<file path="src/design/spi_fe_pkg.sv">
// Shared constants, opcodes and request types of the serial command front end
package spi_fe_pkg;

    // Opcodes
    localparam logic [7:0] latch_set_cmd = 8'h06;
    localparam logic [7:0] latch_clear_cmd = 8'h04;
    localparam logic [7:0] status_read_cmd = 8'h05;
    localparam logic [7:0] status_write_cmd = 8'h01;
    localparam logic [7:0] mem_read_cmd = 8'h03;
    localparam logic [7:0] fast_read_cmd = 8'h0B;
    localparam logic [7:0] mem_write_cmd = 8'h02;
    localparam logic [7:0] sleep_cmd = 8'hB9;
    localparam logic [7:0] identifier_read_cmd = 8'h9F;
    localparam logic [7:0] serial_number_read_cmd = 8'hC3;

    // Status register layout
    localparam int wpen_bit = 7;
    localparam int fixed_one_bit = 6;
    localparam int bp_hi_bit = 3;
    localparam int bp_lo_bit = 2;
    localparam int write_latch_flag_bit = 1;
    localparam logic [7:0] status_reset = 8'h40;

    // Address framing
    localparam int addr_width = 17;
    localparam int addr_bytes = 3;
    localparam logic [1:0] last_addr_byte = 2'(addr_bytes - 1);
    localparam logic [2:0] last_bit = 3'h7;

    // Pin synchroniser depth
    localparam int sync_stages = 2;

    typedef enum logic [2:0] {
        req_mem_read,
        req_fast_read,
        req_mem_write,
        req_sleep,
        req_id_read,
        req_sn_read
    } req_kind_t;

    typedef struct packed {
        req_kind_t kind;
        logic [addr_width-1:0] addr;
        logic [7:0] data;
    } req_t;

    typedef struct packed {
        logic cs_n;
        logic sck;
        logic si;
        logic hold_n;
        logic wp_n;
    } pins_t;

    function automatic logic is_valid_opcode(input logic [7:0] op);
        unique case (op)
            latch_set_cmd, latch_clear_cmd, status_read_cmd,
            status_write_cmd, mem_read_cmd, fast_read_cmd,
            mem_write_cmd, sleep_cmd, identifier_read_cmd,
            serial_number_read_cmd: is_valid_opcode = 1'b1;
            default: is_valid_opcode = 1'b0;
        endcase
    endfunction : is_valid_opcode

endpackage : spi_fe_pkg

</file>
<file path="src/design/pin_sync.sv">
// Multi-stage synchroniser for pins entering the system clock domain
module pin_sync #(
    parameter int WIDTH = 1,
    parameter int STAGES = 2
) (
    input wire logic clk_i,
    input wire logic srst_i,
    input wire logic [WIDTH-1:0] async_i,
    input wire logic [WIDTH-1:0] reset_val_i,
    output logic [WIDTH-1:0] sync_o
);
    logic [WIDTH-1:0] stage [STAGES];

    // Only the next stage reads each stage; the last feeds logic
    always_ff @(posedge clk_i) begin
        stage[0] <= async_i;
        for (int i = 1; i < STAGES; i++) begin
            stage[i] <= stage[i-1];
        end
        if (srst_i) begin
            for (int i = 0; i < STAGES; i++) begin
                stage[i] <= reset_val_i;
            end
        end
    end

    assign sync_o = stage[STAGES-1];
endmodule : pin_sync

</file>
<file path="src/design/req_buffer.sv">
// Small FIFO with valid/ready on both sides
module req_buffer #(
    parameter int WIDTH = 8,
    parameter int DEPTH = 2
) (
    input wire logic clk_i,
    input wire logic srst_i,
    input wire logic in_valid_i,
    output logic in_ready_o,
    input wire logic [WIDTH-1:0] in_data_i,
    output logic out_valid_o,
    input wire logic out_ready_i,
    output logic [WIDTH-1:0] out_data_o
);
    localparam int PW = (DEPTH > 1) ? $clog2(DEPTH) : 1;
    localparam int CW = $clog2(DEPTH + 1);
    localparam logic [CW-1:0] full_count = CW'(DEPTH);
    localparam logic [PW-1:0] last_slot = PW'(DEPTH - 1);

    logic [WIDTH-1:0] mem [DEPTH];
    logic [PW-1:0] wr_ptr;
    logic [PW-1:0] rd_ptr;
    logic [CW-1:0] count;

    wire do_push = in_valid_i && in_ready_o;
    wire do_pop = out_valid_o && out_ready_i;

    assign in_ready_o = (count != full_count);
    assign out_valid_o = (count != '0);
    assign out_data_o = mem[rd_ptr];

    always_ff @(posedge clk_i) begin
        if (do_push) begin
            mem[wr_ptr] <= in_data_i;
        end
    end

    always_ff @(posedge clk_i) begin
        if (srst_i) begin
            wr_ptr <= '0;
            rd_ptr <= '0;
            count <= '0;
        end else begin
            if (do_push) begin
                wr_ptr <= (wr_ptr == last_slot) ? '0 : wr_ptr + 1'b1;
            end
            if (do_pop) begin
                rd_ptr <= (rd_ptr == last_slot) ? '0 : rd_ptr + 1'b1;
            end
            if (do_push && !do_pop) begin
                count <= count + 1'b1;
            end else if (do_pop && !do_push) begin
                count <= count - 1'b1;
            end
        end
    end
endmodule : req_buffer

</file>
<file path="src/design/spi_memory_command_front_end.sv">
// Serial slave command front end: framing, mode detect, decode, write latch
// Behaviour
// - Deselected: ignore serial input, serial output stays high impedance.
// - Each instruction starts at select; one opcode per select period.
// - Sample input on clock rise, change output on clock fall.
// - All bytes travel most significant bit first.
// - Three address bytes; upper seven bits ignored, low 17 used.
// - First complete byte after select is the opcode.
// - Unknown opcode: ignore rest of frame, output stays tristated.
// - Clock level at select picks mode 0 (low) or mode 3 (high).
// - Mode 3: first bit on first rise after the first fall.
// - Decode latch set, latch clear, status read, status write.
// - Also decode read, fast read, write, sleep, id, serial number.
// - Write latch is clear after reset; writes disabled.
// - Latch set command sets latch; status flag mirrors it.
// - Status write data byte never changes the latch flag.
// - Deselect after latch clear, status write or write clears latch.
// - Latch clear command clears latch; status read shows zero.
// - Eight-bit status register configures the device.
// - Hold low freezes clock and select; hold moves with clock low; the hold pin acts at once here, whatever the clock level.
// - Latch flag sits in status bit 1.
// - Memory and status writes refused while latch is clear.
// - Serial output driven only during a read response.
module spi_memory_command_front_end
    import spi_fe_pkg::*;
#(
    parameter int BUF_DEPTH = 2
) (
    input wire logic clk_i,
    input wire logic srst_i,
    input wire logic cs_n_i,
    input wire logic sck_i,
    input wire logic si_i,
    input wire logic hold_n_i,
    input wire logic wp_n_i,
    output logic so_o,
    output logic so_oe_n_o,
    output logic req_valid_o,
    input wire logic req_ready_i,
    output req_t req_o,
    output logic write_latch_flag_o,
    output logic overrun_o
);
    typedef enum {
        st_idle,
        st_opcode,
        st_addr,
        st_dummy,
        st_write_data,
        st_status_data,
        st_read_out,
        st_done,
        st_ignore
    } fe_state_t;

    localparam pins_t pins_idle = '{cs_n: 1'b1, sck: 1'b0, si: 1'b0,
                                    hold_n: 1'b1, wp_n: 1'b1};

    pins_t pins_s;
    fe_state_t state;
    logic sel;
    logic sck_prev;
    logic mode3;
    logic armed;
    logic [7:0] shift_in;
    logic [2:0] bit_cnt;
    logic [1:0] byte_idx;
    logic [7:0] opcode;
    logic [addr_width-1:0] addr;
    logic [7:0] out_sr;
    logic clear_at_end;
    logic write_latch;
    logic wpen;
    logic [1:0] bp;
    logic push;
    req_t push_req;
    logic push_ready;

    pin_sync #(
        .WIDTH($bits(pins_t)),
        .STAGES(sync_stages)
    ) u_sync (
        .clk_i(clk_i),
        .srst_i(srst_i),
        .async_i({cs_n_i, sck_i, si_i, hold_n_i, wp_n_i}),
        .reset_val_i(pins_idle),
        .sync_o(pins_s)
    );

    // Hold low freezes both select and clock edge detection
    wire hold_ok = pins_s.hold_n;
    wire sel_fall = hold_ok && !pins_s.cs_n && !sel;
    wire sel_rise = hold_ok && pins_s.cs_n && sel;
    wire active = sel && !sel_rise && !sel_fall;
    wire sck_up = hold_ok && active && pins_s.sck && !sck_prev;
    wire sck_down = hold_ok && active && !pins_s.sck && sck_prev;
    wire bit_take = sck_up && armed;
    wire [7:0] next_shift = {shift_in[6:0], pins_s.si};
    wire byte_done = bit_take && (bit_cnt == last_bit);
    wire [addr_width-1:0] next_addr = {addr[addr_width-2:0], pins_s.si};
    wire status_locked = wpen && !pins_s.wp_n;

    // Status image: fixed bits, protection fields and latch flag
    wire [7:0] status_img =
        {wpen, 1'b1, 2'b00, bp, write_latch, 1'b0};

    assign write_latch_flag_o = write_latch;

    function automatic req_kind_t kind_of(input logic [7:0] op);
        unique case (op)
            fast_read_cmd: kind_of = req_fast_read;
            mem_write_cmd: kind_of = req_mem_write;
            sleep_cmd: kind_of = req_sleep;
            identifier_read_cmd: kind_of = req_id_read;
            serial_number_read_cmd: kind_of = req_sn_read;
            default: kind_of = req_mem_read;
        endcase
    endfunction : kind_of

    always_ff @(posedge clk_i) begin
        if (srst_i) begin
            sel <= 1'b0;
            sck_prev <= 1'b0;
        end else begin
            sck_prev <= pins_s.sck;
            if (hold_ok) begin
                sel <= !pins_s.cs_n;
            end
        end
    end

    // Frame sequencer
    always_ff @(posedge clk_i) begin
        push <= 1'b0;
        if (srst_i) begin
            state <= st_idle;
            mode3 <= 1'b0;
            armed <= 1'b0;
            shift_in <= '0;
            bit_cnt <= '0;
            byte_idx <= '0;
            opcode <= '0;
            addr <= '0;
            out_sr <= '0;
            clear_at_end <= 1'b0;
            write_latch <= 1'b0;
            wpen <= status_reset[wpen_bit];
            bp <= status_reset[bp_hi_bit:bp_lo_bit];
            push <= 1'b0;
            push_req <= '0;
        end else if (sel_fall) begin
            state <= st_opcode;
            mode3 <= pins_s.sck;
            armed <= !pins_s.sck;
            bit_cnt <= '0;
            byte_idx <= '0;
            clear_at_end <= 1'b0;
        end else if (sel_rise || !sel) begin
            state <= st_idle;
            bit_cnt <= '0;
            byte_idx <= '0;
            clear_at_end <= 1'b0;
            if (sel_rise && clear_at_end) begin
                write_latch <= 1'b0;
            end
        end else begin
            if (sck_down && mode3) begin
                armed <= 1'b1;
            end
            if (sck_down && state == st_read_out) begin
                out_sr <= {out_sr[6:0], out_sr[7]};
            end
            if (bit_take) begin
                shift_in <= next_shift;
                bit_cnt <= bit_cnt + 1'b1;
            end
            if (bit_take && state == st_addr) begin
                addr <= next_addr;
            end
            if (byte_done) begin
                unique case (state)
                    st_opcode: begin
                        opcode <= next_shift;
                        if (!is_valid_opcode(next_shift)) begin
                            state <= st_ignore;
                        end else begin
                            unique case (next_shift)
                                latch_set_cmd: begin
                                    write_latch <= 1'b1;
                                    state <= st_done;
                                end
                                latch_clear_cmd: begin
                                    clear_at_end <= 1'b1;
                                    state <= st_done;
                                end
                                status_read_cmd: begin
                                    out_sr <= status_img;
                                    state <= st_read_out;
                                end
                                status_write_cmd: begin
                                    clear_at_end <= 1'b1;
                                    state <= st_status_data;
                                end
                                mem_read_cmd, fast_read_cmd: begin
                                    state <= st_addr;
                                end
                                mem_write_cmd: begin
                                    clear_at_end <= 1'b1;
                                    state <= st_addr;
                                end
                                default: begin
                                    push_req <= '{kind: kind_of(next_shift),
                                                  addr: '0, data: '0};
                                    push <= 1'b1;
                                    state <= st_done;
                                end
                            endcase
                        end
                    end
                    st_addr: begin
                        byte_idx <= byte_idx + 1'b1;
                        if (byte_idx == last_addr_byte) begin
                            if (opcode == mem_write_cmd) begin
                                state <= st_write_data;
                            end else if (opcode == fast_read_cmd) begin
                                state <= st_dummy;
                            end else begin
                                push_req <= '{kind: req_mem_read,
                                              addr: next_addr, data: '0};
                                push <= 1'b1;
                                state <= st_done;
                            end
                        end
                    end
                    st_dummy: begin
                        push_req <= '{kind: req_fast_read, addr: addr,
                                      data: '0};
                        push <= 1'b1;
                        state <= st_done;
                    end
                    st_write_data: begin
                        // Writes pass only with the latch set
                        if (write_latch) begin
                            push_req <= '{kind: req_mem_write, addr: addr,
                                          data: next_shift};
                            push <= 1'b1;
                            addr <= addr + 1'b1;
                        end
                    end
                    st_status_data: begin
                        // Latch flag is never taken from the data byte
                        if (write_latch && !status_locked) begin
                            wpen <= next_shift[wpen_bit];
                            bp <= next_shift[bp_hi_bit:bp_lo_bit];
                        end
                        state <= st_done;
                    end
                    default: begin
                        state <= state;
                    end
                endcase
            end
        end
    end

    // Response shifter: the status byte repeats while the master clocks
    always_ff @(posedge clk_i) begin
        if (srst_i) begin
            so_o <= 1'b0;
            so_oe_n_o <= 1'b1;
        end else begin
            // Driven only while selected, not held, in a read response
            so_oe_n_o <= !(state == st_read_out && active && hold_ok);
            if (state == st_read_out && sck_down) begin
                so_o <= out_sr[7];
            end
        end
    end

    // A stalled consumer cannot pause the master, so overflow is flagged
    always_ff @(posedge clk_i) begin
        if (srst_i || sel_fall) begin
            overrun_o <= 1'b0;
        end else if (push && !push_ready) begin
            overrun_o <= 1'b1;
        end
    end

    req_buffer #(
        .WIDTH($bits(req_t)),
        .DEPTH(BUF_DEPTH)
    ) u_buf (
        .clk_i(clk_i),
        .srst_i(srst_i),
        .in_valid_i(push),
        .in_ready_o(push_ready),
        .in_data_i(push_req),
        .out_valid_o(req_valid_o),
        .out_ready_i(req_ready_i),
        .out_data_o(req_o)
    );
endmodule : spi_memory_command_front_end

</file>
<file path="config.mk">
export PLATFORM = sky130hd
export DESIGN_NAME = spi_memory_command_front_end
export DESIGN_NICKNAME = d
export VERILOG_FILES = /design/src/design/spi_fe_pkg.sv /design/src/design/pin_sync.sv /design/src/design/req_buffer.sv /design/src/design/spi_memory_command_front_end.sv
export SDC_FILE = /design/constraint.sdc
export NUM_CORES = 1
export LEC_CHECK = 0
export BUFFER_PORTS_ARGS = -buffer_cell sky130_fd_sc_hd__buf_2
export CORE_UTILIZATION = 37
export DETAILED_ROUTE_END_ITERATION = 8
export GPL_ROUTABILITY_DRIVEN = 0
export PLACE_DENSITY_LB_ADDON = 0.15
export SYNTH_ARGS = -nofsm -noshare
export SYNTH_HDL_FRONTEND = slang
export SYNTH_SLANG_ARGS = --single-unit
</file>
<file path="constraint.sdc">
create_clock -name clk_i -period 3.4 [get_ports clk_i]
set_input_delay 0.85 -clock clk_i [delete_from_list [all_inputs] [get_ports clk_i]]
set_output_delay 0.85 -clock clk_i [all_outputs]
set_load 0.01 [all_outputs]
</file>
==> flow_metrics.env <==
export IMPL_ys_seq_area_share_pct=54.2
export IMPL_synth_area_per_cell_um2=10.6
export IMPL_cts_tree="built"
export IMPL_via_count=5177
export IMPL_gr_total_overflow=0
export IMPL_synthCells=656
export IMPL_antenna_found_initial=0
export IMPL_rr_worst_depth=8
export IMPL_antenna_cells=0
export IMPL_finalPower_uw=4060
export IMPL_postCtsSetupRepairBufs=0
export IMPL_worst_ep_arrival_time_ns=3.25
export IMPL_insertion_delay_ns=0.42
export IMPL_clock_sinks=161
export IMPL_yosysUniqueCellTypes=67
export IMPL_drtAntennaViolNets=0
export IMPL_drt_first_pass_iters=6
export IMPL_synth_area_um2=6980
export IMPL_stdcell_count=922
export IMPL_timing_hold_ws_ns=0.415
export IMPL_status="finished, final reports clean"
export IMPL_worst_pin_slew_ns=0.860
export IMPL_port_buffers=40
export IMPL_wire_per_inst_um=16.7
export IMPL_yosys_register_bits=161
export IMPL_utilization_pct=44.0
export IMPL_end_kind="register"
export IMPL_power_density_nw_per_um2=507
export IMPL_cellLeakagePower_uw=0.00270
export IMPL_cts_clk_slew_worst_paths_ns=0.07
export IMPL_worstPathRequired_ns=3.75
export IMPL_grt_pass1_vias=4943
export IMPL_fmaxAchievable_ghz=0.345
export IMPL_synth_warnings=0
export IMPL_worstHoldStart="u_sync.stage[0][4]$_SDFF_PP1_"
export IMPL_worstSetupStartpointType="register"
export IMPL_period_minus_slack_ns=2.90
export IMPL_tns_ns=0
export IMPL_vias_per_cell=5.61
export IMPL_hold_violations=0
export IMPL_cts_root_buf="clkbuf_16"
export IMPL_ys_flop_type="dfxtp_1"
export IMPL_htreeDepth=4
export IMPL_drive_above_1_share_pct=22.8
export IMPL_crit_type="register to register"
export IMPL_dp_cells=890
export IMPL_most_common_layout_cells="dfxtp_1, nor2_1, edfxtp_1"
export IMPL_r2r_start="bit_cnt[0]$_SDFFE_PP0P_"
export IMPL_slew_violations=0
export IMPL_die_area_um2=19400
export IMPL_post_route_drc_count=0
export IMPL_hold_path_depth=1
export IMPL_grt_pass1_wl_um=26100
export IMPL_area_delta_synth_final_pct=14.9
export IMPL_hpwl_um=10300
export IMPL_hold_end="u_sync.stage[0][9]$_SDFF_PP1_"
export IMPL_maxCapViolations=0
export IMPL_grt_max_degree=40
export IMPL_cts_buffers=17
export IMPL_ctsResizeCount=0
export IMPL_post_route_period_util_pct=85.3
export IMPL_grt_usage_pct=16.8
export IMPL_die_x_um=139
export IMPL_wl_um=15400
export IMPL_async_flop_share_pct=0
export IMPL_syn_nets=669
export IMPL_layout_commonest_cell="dfxtp_1"
export IMPL_nets=693
export IMPL_drt_initial_drc_count=374
export IMPL_die_h_um=139
export IMPL_finalSetupViolCount=0
export IMPL_ios=41
export IMPL_hold_path_class="register to register"
export IMPL_core_area_um2=18200
export IMPL_cp_max_fo=21
export IMPL_finalClockSkew_ns=0.0104
export IMPL_fp_row_count=49
export IMPL_peakVddDrop_mv=0.338
export IMPL_synth_edf_count=56
export IMPL_reg2reg_to="push_req[2]$_SDFFE_PP0P_"
export IMPL_n_fill_cell=1740
export IMPL_cts_hold_buffers=0
export IMPL_grt_setup_unrepaired="false"
export IMPL_slew_headroom_pct=42.5
export IMPL_r2r_slack_ns=0.50
export IMPL_cts_buffer_depth=2
export IMPL_initial_utilization_pct=38.3
-- where the power goes --
group | internal, µW | switching (µW) | leakage [µW] | total [µW]
sequential | 1980 | 8.76 | 0.00132 | 1990
clock | 1180 | 835 | 0.000302 | 2010
combinational | 18.8 | 38.3 | 0.00108 | 57.2
total | 3180 | 882 | 0.00270 | 4060
-- cells by family (layout without fill, tap and decap cells) --
kind of cell / Yosys count / in the layout / synth area share [%]
compound gates: 133 / 133 / 13.8
mux: 63 / 63 / 9.55
xor+xnor: 7 / 7 / 0.878
flops: 161 / 161 / 54.2
buf+inv: 61 / 98 / 3.35
fa+ha+maj: 5 / 5 / 0.896
simple gates: 226 / 226 / 17.3
-- through the flow --
stage               setup slack [ns]  area, µm²
global route                   0.160       8020
detailed placement             0.545       7400
CTS                            0.505       8020
global placement               0.708       7400
finish                         0.501       8020
floorplan                       1.06       6980
-- final cells by class --
cell class / instances / area, µm² / area share, %
Clock buffer: 17 / 425 / 5.31
Sequential cell: 161 / 3780 / 47.2
Timing Repair Buffer: 56 / 320 / 3.99
Inverter: 10 / 37.5 / 0.468
Multi-Input combinational cell: 434 / 2970 / 37.1
Clock inverter: 15 / 193 / 2.40
Tap cell: 229 / 287 / 3.57
-- sequential cells by signal, indices dropped and copies added (netlist names), 2 cells and up, named ones only --
register      cells
addr             17
bit_cnt           3
bp                2
byte_idx          2
opcode            8
out_sr            8
push_req         28
shift_in          7
state             4
u_buf.count       2
u_buf.mem        56
u_sync.stage     10
-- Yosys cell counts, types with 12 or more instances --
cell type | count | share of area [%]
mux2_2 | 29 | 4.7
dfxtp_1 | 105 | 30
a21oi_1 | 23 | 1.6
nor4_1 | 26 | 2.3
o21ai_0 | 13 | 0.93
mux2i_1 | 34 | 4.9
nand2_1 | 38 | 2.0
a211oi_1 | 12 | 1.3
nor2b_1 | 15 | 1.3
a22oi_1 | 17 | 1.8
a31o_2 | 19 | 2.4
nor2_1 | 64 | 3.4
clkbuf_1 | 42 | 2.3
edfxtp_1 | 56 | 24
-- layer usage --
layer	vias up	global-route usage [%]	wire [µm]
met4	0	6.67	219
met3	19	2.82	653
met5	-	0	0
li1	2511	-	-
met2	119	26.0	6950
met1	2528	23.4	7590
-- how the worst max path moves through the flow --
stage | depth (start not counted) | from | end | slack (ns)
finish | 8 | bit_cnt[0]$_SDFFE_PP0P_ | push_req[2]$_SDFFE_PP0P_ | 0.50
global route | 8 | bit_cnt[0]$_SDFFE_PP0P_ | push_req[4]$_SDFFE_PP0P_ | 0.16
CTS | 8 | bit_cnt[0]$_SDFFE_PP0P_ | push_req[2]$_SDFFE_PP0P_ | 0.51
detailed placement | 8 | bit_cnt[0]$_SDFFE_PP0P_ | push_req[7]$_SDFFE_PP0P_ | 0.55
global placement | 5 | state[2]$_SDFFE_PP0P_ | addr[14]$_SDFFE_PP0N_ | 0.71
floorplan | 8 | bit_cnt[0]$_SDFFE_PP0P_ | push_req[12]$_SDFFE_PP0P_ | 1.06
-- worst max-delay path, stage by stage, from the launching register on --
cell      delay (ns)
dfxtp_1         0.35
ha_1            0.15
ha_1            0.22
nand4b_1        0.26
nor4_1          0.65
o211ai_1        0.22
buf_4           0.27
nor2_2          0.43
mux2i_1         0.26
(Power assumes the default switching activity.)
